### src/hdl/bit_word_pkg.sv
// constants for the built-in-test status word block
package bit_word_pkg;

    // ------------------------------------------------------------
    // test word field positions
    // ------------------------------------------------------------
    localparam int FATAL_BIT    = 0;
    localparam int HW_FLT_BIT   = 1;
    localparam int LINK_FLT_BIT = 2;
    localparam int SW_FLT_BIT   = 3;
    localparam int SUMMARY_BIT  = 8;
    localparam int HW_ALR_BIT   = 9;
    localparam int LINK_ALR_BIT = 10;
    localparam int ALGO_ALR_BIT = 11;
    localparam int OVR_ALR_BIT  = 12;
    localparam int WORD_W       = 16;
    localparam int WORD_BYTES   = 2;

    // ------------------------------------------------------------
    // alert enable positions and reset value (hw alert off)
    // ------------------------------------------------------------
    localparam int EN_HW   = 0;
    localparam int EN_SW   = 1;
    localparam int EN_SENS = 2;
    localparam int EN_LINK = 3;
    localparam logic [3:0] ALERT_EN_RST = 4'he;

    // ------------------------------------------------------------
    // timing
    // ------------------------------------------------------------
    localparam longint CLK_HZ       = 40000000;
    localparam longint INIT_TIME_S  = 60;
    localparam longint INIT_CYCLES  = INIT_TIME_S * CLK_HZ;
    localparam int     TURN_MDPS    = 500;  // turn threshold, mdeg/s

    // packet rates selectable in Hz; 7 selects polled (quiet) mode
    localparam int RATE_W = 3;
    localparam logic [RATE_W-1:0] RATE_QUIET = 3'h7;

    function automatic longint rate_period(input logic [RATE_W-1:0] sel);
        case (sel)
            3'h0:    rate_period = CLK_HZ / 100;
            3'h1:    rate_period = CLK_HZ / 50;
            3'h2:    rate_period = CLK_HZ / 25;
            3'h3:    rate_period = CLK_HZ / 20;
            3'h4:    rate_period = CLK_HZ / 10;
            3'h5:    rate_period = CLK_HZ / 5;
            default: rate_period = CLK_HZ / 2;
        endcase
    endfunction : rate_period

endpackage : bit_word_pkg

### src/hdl/snap_if.sv
// interface carrying one status snapshot between modules
`timescale 1ns/10ps
`default_nettype none
interface snap_if;
    logic        take;
    logic [15:0] word;
    modport src (output word, input take);
    modport dst (input word, output take);
endinterface : snap_if
`default_nettype wire

### src/hdl/bit_word_build.sv
// combinational assembly of the built-in-test word
`timescale 1ns/10ps
`default_nettype none
module bit_word_build
    import bit_word_pkg::*;
(
    // fault inputs
    input  wire logic fatal_in,
    input  wire logic hw_fault_in,
    input  wire logic link_fault_in,
    input  wire logic sw_fault_in,
    input  wire logic mag_align_bad,
    input  wire logic mag_uncal,
    // alert inputs
    input  wire logic hw_alert_in,
    input  wire logic gps_link_lost,
    input  wire logic algo_active,
    input  wire logic turn_active,
    input  wire logic turn_alert_en,
    input  wire logic overrange_in,
    input  wire logic [3:0] alert_en,
    // assembled word
    snap_if.src  snap
);
    logic hw_a;
    logic sw_a;
    logic ovr_a;
    logic lnk_a;

    always_comb begin
        hw_a  = hw_alert_in & alert_en[EN_HW];
        lnk_a = gps_link_lost & alert_en[EN_LINK];
        sw_a  = (algo_active | (turn_alert_en & turn_active))
                & alert_en[EN_SW];
        ovr_a = overrange_in & alert_en[EN_SENS];
        snap.word = '0;
        snap.word[FATAL_BIT]    = fatal_in;
        snap.word[HW_FLT_BIT]   = hw_fault_in;
        snap.word[LINK_FLT_BIT] = link_fault_in;
        snap.word[SW_FLT_BIT]   = sw_fault_in | mag_align_bad
                                  | mag_uncal;
        snap.word[HW_ALR_BIT]   = hw_a;
        snap.word[LINK_ALR_BIT] = lnk_a;
        snap.word[ALGO_ALR_BIT] = sw_a;
        snap.word[OVR_ALR_BIT]  = ovr_a;
        snap.word[SUMMARY_BIT]  = hw_a | lnk_a | sw_a | ovr_a;
    end
endmodule : bit_word_build
`default_nettype wire

### src/hdl/pkt_timer.sv
// periodic packet tick generator for the selectable rates
`timescale 1ns/10ps
`default_nettype none
module pkt_timer
    import bit_word_pkg::*;
#(
    // divides every packet period; 1 gives the true rates
    parameter longint RATE_DIV = 1
)(
    // clock and reset
    input  wire logic              sys_clk,
    input  wire logic              rst,
    // rate select
    input  wire logic [RATE_W-1:0] rate_sel,
    // tick out
    output logic                   tick
);
    logic [31:0] cnt_r;
    logic [31:0] cnt_nxt;
    logic [31:0] limit;

    always_comb begin
        limit   = 32'(rate_period(rate_sel) / RATE_DIV - 1);
        tick    = 1'b0;
        cnt_nxt = cnt_r + 32'h1;
        if (rate_sel == RATE_QUIET) begin
            cnt_nxt = '0;
        end else if (cnt_r >= limit) begin
            cnt_nxt = '0;
            tick    = 1'b1;
        end
    end

    always_ff @(posedge sys_clk) begin
        if (rst) begin
            cnt_r <= '0;
        end else begin
            cnt_r <= cnt_nxt;
        end
    end
endmodule : pkt_timer
`default_nettype wire

### src/hdl/bit_status_word.sv
// built-in-test word generator with packet scheduling and diag requests
`timescale 1ns/10ps
`default_nettype none
module bit_status_word
    import bit_word_pkg::*;
#(
    parameter longint INIT_CYC = INIT_CYCLES,
    // divides every packet period; 1 gives the true rates
    parameter longint RATE_DIV = 1
)(
    // clock and reset
    input  wire logic              sys_clk,
    input  wire logic              rst,
    // fault sources (asynchronous)
    input  wire logic              fatal_in,
    input  wire logic              hw_fault_in,
    input  wire logic              link_fault_in,
    input  wire logic              sw_fault_in,
    input  wire logic              mag_align_bad,
    input  wire logic              mag_uncal,
    // alert sources (asynchronous)
    input  wire logic              hw_alert_in,
    input  wire logic              gps_link_lost,
    input  wire logic              high_gain,
    input  wire logic              turn_active,
    input  wire logic              overrange_in,
    // configuration
    input  wire logic [3:0]        alert_en,
    input  wire logic              turn_alert_en,
    input  wire logic [RATE_W-1:0] rate_sel,
    // host requests
    input  wire logic              get_packet_cmd,
    input  wire logic              diag_req,
    // packet output
    output logic                   meas_valid,
    output logic [WORD_W-1:0]      bit_word,
    output logic                   diag_packet,
    output logic                   init_busy
);
    // ------------------------------------------------------------
    // input synchronisers
    // ------------------------------------------------------------
    localparam int NS = 11;
    logic [NS-1:0] raw;
    logic [NS-1:0] s1_r;
    logic [NS-1:0] s2_r;
    assign raw = {fatal_in, hw_fault_in, link_fault_in, sw_fault_in,
                  mag_align_bad, mag_uncal, hw_alert_in, gps_link_lost,
                  high_gain, turn_active, overrange_in};

    always_ff @(posedge sys_clk) begin
        if (rst) begin
            s1_r <= '0;
            s2_r <= '0;
        end else begin
            s1_r <= raw;
            s2_r <= s1_r;
        end
    end

    // ------------------------------------------------------------
    // start-up initialisation timer
    // ------------------------------------------------------------
    logic [31:0] init_cnt_r;
    logic [31:0] init_cnt_nxt;
    logic        init_r;
    logic        init_nxt;

    always_comb begin
        init_cnt_nxt = init_cnt_r;
        init_nxt     = init_r;
        if (init_r) begin
            if (init_cnt_r >= 32'(INIT_CYC - 1)) begin
                init_nxt = 1'b0;
            end else begin
                init_cnt_nxt = init_cnt_r + 32'h1;
            end
        end
    end

    always_ff @(posedge sys_clk) begin
        if (rst) begin
            init_cnt_r <= '0;
            init_r     <= 1'b1;
        end else begin
            init_cnt_r <= init_cnt_nxt;
            init_r     <= init_nxt;
        end
    end

    assign init_busy = init_r;

    // ------------------------------------------------------------
    // word assembly
    // ------------------------------------------------------------
    snap_if snap ();
    logic algo_active;
    assign algo_active = init_r | s2_r[2];

    bit_word_build u_build (
        .fatal_in      (s2_r[10]),
        .hw_fault_in   (s2_r[9]),
        .link_fault_in (s2_r[8]),
        .sw_fault_in   (s2_r[7]),
        .mag_align_bad (s2_r[6]),
        .mag_uncal     (s2_r[5]),
        .hw_alert_in   (s2_r[4]),
        .gps_link_lost (s2_r[3]),
        .algo_active   (algo_active),
        .turn_active   (s2_r[1]),
        .turn_alert_en (turn_alert_en),
        .overrange_in  (s2_r[0]),
        .alert_en      (alert_en),
        .snap          (snap)
    );

    // ------------------------------------------------------------
    // packet scheduling
    // ------------------------------------------------------------
    logic tick;
    pkt_timer #(.RATE_DIV(RATE_DIV)) u_timer (
        .sys_clk  (sys_clk),
        .rst      (rst),
        .rate_sel (rate_sel),
        .tick     (tick)
    );

    logic              cmd_d_r;
    logic              diag_d_r;
    logic              meas_r;
    logic              meas_nxt;
    logic              diag_r;
    logic              diag_nxt;
    logic [WORD_W-1:0] word_r;
    logic [WORD_W-1:0] word_nxt;

    assign snap.take = meas_nxt;

    always_comb begin
        meas_nxt = tick | (get_packet_cmd & ~cmd_d_r);
        diag_nxt = diag_req & ~diag_d_r;
        word_nxt = word_r;
        if (snap.take) begin
            word_nxt = snap.word;
        end
    end

    always_ff @(posedge sys_clk) begin
        if (rst) begin
            cmd_d_r  <= 1'b0;
            diag_d_r <= 1'b0;
            meas_r   <= 1'b0;
            diag_r   <= 1'b0;
            word_r   <= '0;
        end else begin
            cmd_d_r  <= get_packet_cmd;
            diag_d_r <= diag_req;
            meas_r   <= meas_nxt;
            diag_r   <= diag_nxt;
            word_r   <= word_nxt;
        end
    end

    assign meas_valid  = meas_r;
    assign bit_word    = word_r;
    assign diag_packet = diag_r;
endmodule : bit_status_word
`default_nettype wire

### config.mk
export PLATFORM = sky130hd
export DESIGN_NAME = bit_status_word
export DESIGN_NICKNAME = d
export VERILOG_FILES = /design/src/hdl/bit_word_pkg.sv /design/src/hdl/snap_if.sv /design/src/hdl/bit_word_build.sv /design/src/hdl/pkt_timer.sv /design/src/hdl/bit_status_word.sv
export SDC_FILE = /design/constraint.sdc
export NUM_CORES = 1
export LEC_CHECK = 0
export BUFFER_PORTS_ARGS = -buffer_cell sky130_fd_sc_hd__buf_2
export CORE_ASPECT_RATIO = 0.75
export CORE_UTILIZATION = 35
export DETAILED_ROUTE_END_ITERATION = 10
export GPL_ROUTABILITY_DRIVEN = 1
export GPL_TIMING_DRIVEN = 1
export PLACE_DENSITY_LB_ADDON = 0.1
export SLEW_MARGIN = 20
export SYNTH_ARGS = -nofsm -noshare
export SYNTH_HDL_FRONTEND = slang
export SYNTH_SLANG_ARGS = --single-unit
### constraint.sdc
create_clock -name sys_clk -period 5.95 [get_ports sys_clk]
set_clock_uncertainty 0.2 [all_clocks]
set_input_delay 1.4875 -clock sys_clk [delete_from_list [all_inputs] [get_ports sys_clk]]
set_output_delay 1.4875 -clock sys_clk [all_outputs]
set_load 0.005 [all_outputs]
==> key figures <==
CTS
  • Post_cts resized: 0
  • Setup bufs post-CTS: 0
  • H-tree depth: 3
  • Inserted Clock Buffers: 9
  • Sink Count: 100
  • CTS tree: built
  • Clk buf depth: 2
  • Hold-fix buffers, CTS: 0
  • CTS clock-pin slew for the worst setup and hold paths: 0.07 ns
  • Clk Latency, worst-skew pair: 0.36 ns
  • CTS root buffer: clkbuf_16

Logic synthesis
  • Synth Register Bits: 100
  • Syn Area/Cell: 8.84 um2
  • Synth Cell Area: 0.00464 mm2
  • Synth unique cells: 48
  • Top-area cell type share of the netlist area: 43.1%
  • Main area contributors after synthesis: dfxtp_1 43%, ha_1 5.9%, xor2_1 5.9%, nor2_1 5.7%, nor2b_1 4.4%
  • Yosys warnings: 0
  • Synth area leader: dfxtp_1
  • Number of synthesized flops with an enable pin: 0
  • Synth Instances: 525
  • Main synth FF type: dfxtp_1
  • Sequential share of the synthesized area: 43.1%
  • FFs w/ async S/R, synth: 0%

Worst setup path
  • Kind of critical path: input port to flop
  • CP peak stage delay: 0.39 ns
  • Crit-path max FO: 9
  • R2r endpoint: init_cnt_r[31]
  • Critical Path Start: rate_sel[0]
  • Worst reg2reg setup slack: 2.95 ns
  • Reg2Reg Depth: 7
  • CP delay by family, top: compound AO/OA/AOI/OAI gates
  • Critical Path AT: 4.52 ns
  • Startpoint Class: input port
  • Critical Path End Type: flop
  • Crit path top cell by count: a21oi_1
  • CP cell instances: buf_2, nor2b_1, nand2b_1, a21boi_0, ha_1, a21oi_1, a21oi_1, ha_1, a21oi_1, o21ai_0, a221oi_1, nand4_1, nand2_1, mux2_2
  • RR Startpoint: init_cnt_r[0]
  • Worst EP required: 5.99 ns
  • Total buffers and inverters traversed by the critical path: 1
  • Critical path's slowest cell: mux2_2

Global route
  • Initial antenna violation count: 0
  • First-pass GRT wire length: 15,600 um
  • Pin count of the biggest net entering global routing: 54
  • GRT overflow: 0
  • Gr usage total: 14.6%
  • Vias in the first global route: 3,188

STA
  • Pins Over Slew Limit: 0
  • Max Fclk: 224 MHz
  • Min Hold Slack: 0.189 ns
  • Worst slew pin tran: 0.778 ns
  • Slew HR: 48.2%
  • Post-route minimum period: 4.47 ns
  • Total negative setup slack: 0 ns
  • Final hold vios: 0
  • RSZ-0062 raised after global routing: false
  • Setup Viol. Count Final: 0
  • Crit share post-route: 75.2%

Floorplan
  • Rows: 36
  • Core ar.: 0.0130 mm2
  • Initial Util: 35.8%
  • Die area: 0.0137 mm2
  • Num ports: 42
  • Die Y: 102 um
  • Chip width: 135 um

Detailed routing
  • Detailed-route DRC error count: 0
  • Final WL: 9310 um
  • Antenna Violating Nets Remaining: 0
  • Total number of vias: 3,570
  • Initial drt markers: 155
  • Vias/cell: 4.86
  • Drt pass-1 iters: 4
  • Wirelength per Cell: 12.7 um

Placement
  • Number of port buffers: 34
  • Post-DP HPWL: 6540 um
  • Final Wtd Congestion: 0.747

Min path
  • Hold WC Path Type: flop to flop
  • Hold Crit Depth: 1
  • Hold_sp: diag_d_r
  • WHS Endpoint: diag_packet

Pwr
  • Design Power: 1.40 mW
  • VDD IR max: 0.173 mV
  • P per Cell Area: 265 mW/mm2
  • Leak: 2.02 nW

Layout
  • Most common cell after layout, fill and taps aside: dfxtp_1
  • Layout cells sized above 1: 11.5%
  • Antenna cells: 0
  • Synth-to-layout area growth: 13.4%
  • Final #Nets: 603
  • Commonest non-fill, non-tap cells in the layout: 100 x dfxtp_1, 71 x nor2_1, 34 x buf_2

Outcome
  • Status: finished, final reports clean

Run
  • Max-cap violations: 0
## worst max-delay path by stage
| stage | cells after the start | endpoint | slack [ns] |
|---|---|---|---|
| 3_3_place_gp | 14 | bit_word[9] | 1.19 |
| 5_1_grt | 14 | bit_word[10] | 1.28 |
| 2_1_floorplan | 13 | bit_word[10] | 1.42 |
| 3_5_place_dp | 14 | bit_word[12] | 1.09 |
| 6_report | 14 | bit_word[12] | 1.48 |
| 4_1_cts | 14 | bit_word[9] | 1.47 |
## report_power, final
group | leakage [nW] | internal, mW | total (mW) | switching, mW
clock network | 0.159 | 0.374 | 0.640 | 0.266
registers | 0.815 | 0.684 | 0.689 | 0.00504
logic | 1.05 | 0.0294 | 0.0665 | 0.0371
total | 2.02 | 1.09 | 1.40 | 0.308
## per-layer routing
| layer | GRT usage [%] | up-vias | wire length (um) |
|---|---|---|---|
| li1 | - | 1858 | - |
| met1 | 20.5 | 1650 | 5020 |
| met2 | 20.5 | 49 | 3730 |
| met3 | 4.65 | 13 | 400 |
| met4 | 6.31 | 0 | 157 |
| met5 | 0 | - | 0 |
## cell families after synthesis
| kind of cell | synth area share [%] |
|---|---|
| fa+ha+maj | 5.93 |
| buf+inv | 4.15 |
| flops | 43.1 |
| simple gates | 28.2 |
| other cells | 0.162 |
| compound gates | 8.04 |
| xor+xnor | 8.12 |
| mux | 2.29 |
## sequential cells by signal (all words and copies together) (netlist names)
signal and count:
bit_word 9, cmd_d_r 1, diag_d_r 1, diag_packet 1, init_busy 1, init_cnt_r 32, meas_valid 1, s1_r 11
s2_r 11, u_timer.cnt_r 32
## synthesized netlist by cell type, types with 13 or more instances
library cell,n
a21oi_1,25
nand4_1,21
o21ai_0,13
ha_1,22
dfxtp_1,100
nor2b_1,33
nand3_1,28
inv_1,13
and3_1,13
xor2_1,31
nand2_1,31
nor2_1,71
## final cells by class
cell class              instances  area (um2)
clock buffers                  10         229
clock inverters                 6        93.8
fillers                      1308        7710
inverters                      13        48.8
multi-input cells             398        2490
flip-flops and latches        100        2000
well taps                     171         214
repair buffers                 36         185
## stage by stage
stage               utilization, %  instance area, um2  std cells  setup WS (ns)
floorplan                        -                4680        537           1.42
global placement              38.1                4940        718           1.19
detailed placement            38.1                4940        718           1.09
CTS                           40.6                5260        734           1.47
global route                  40.6                5260        734           1.28
finish                        40.6                5260        734           1.48
Note: power is estimated with default switching activity, not from simulation.
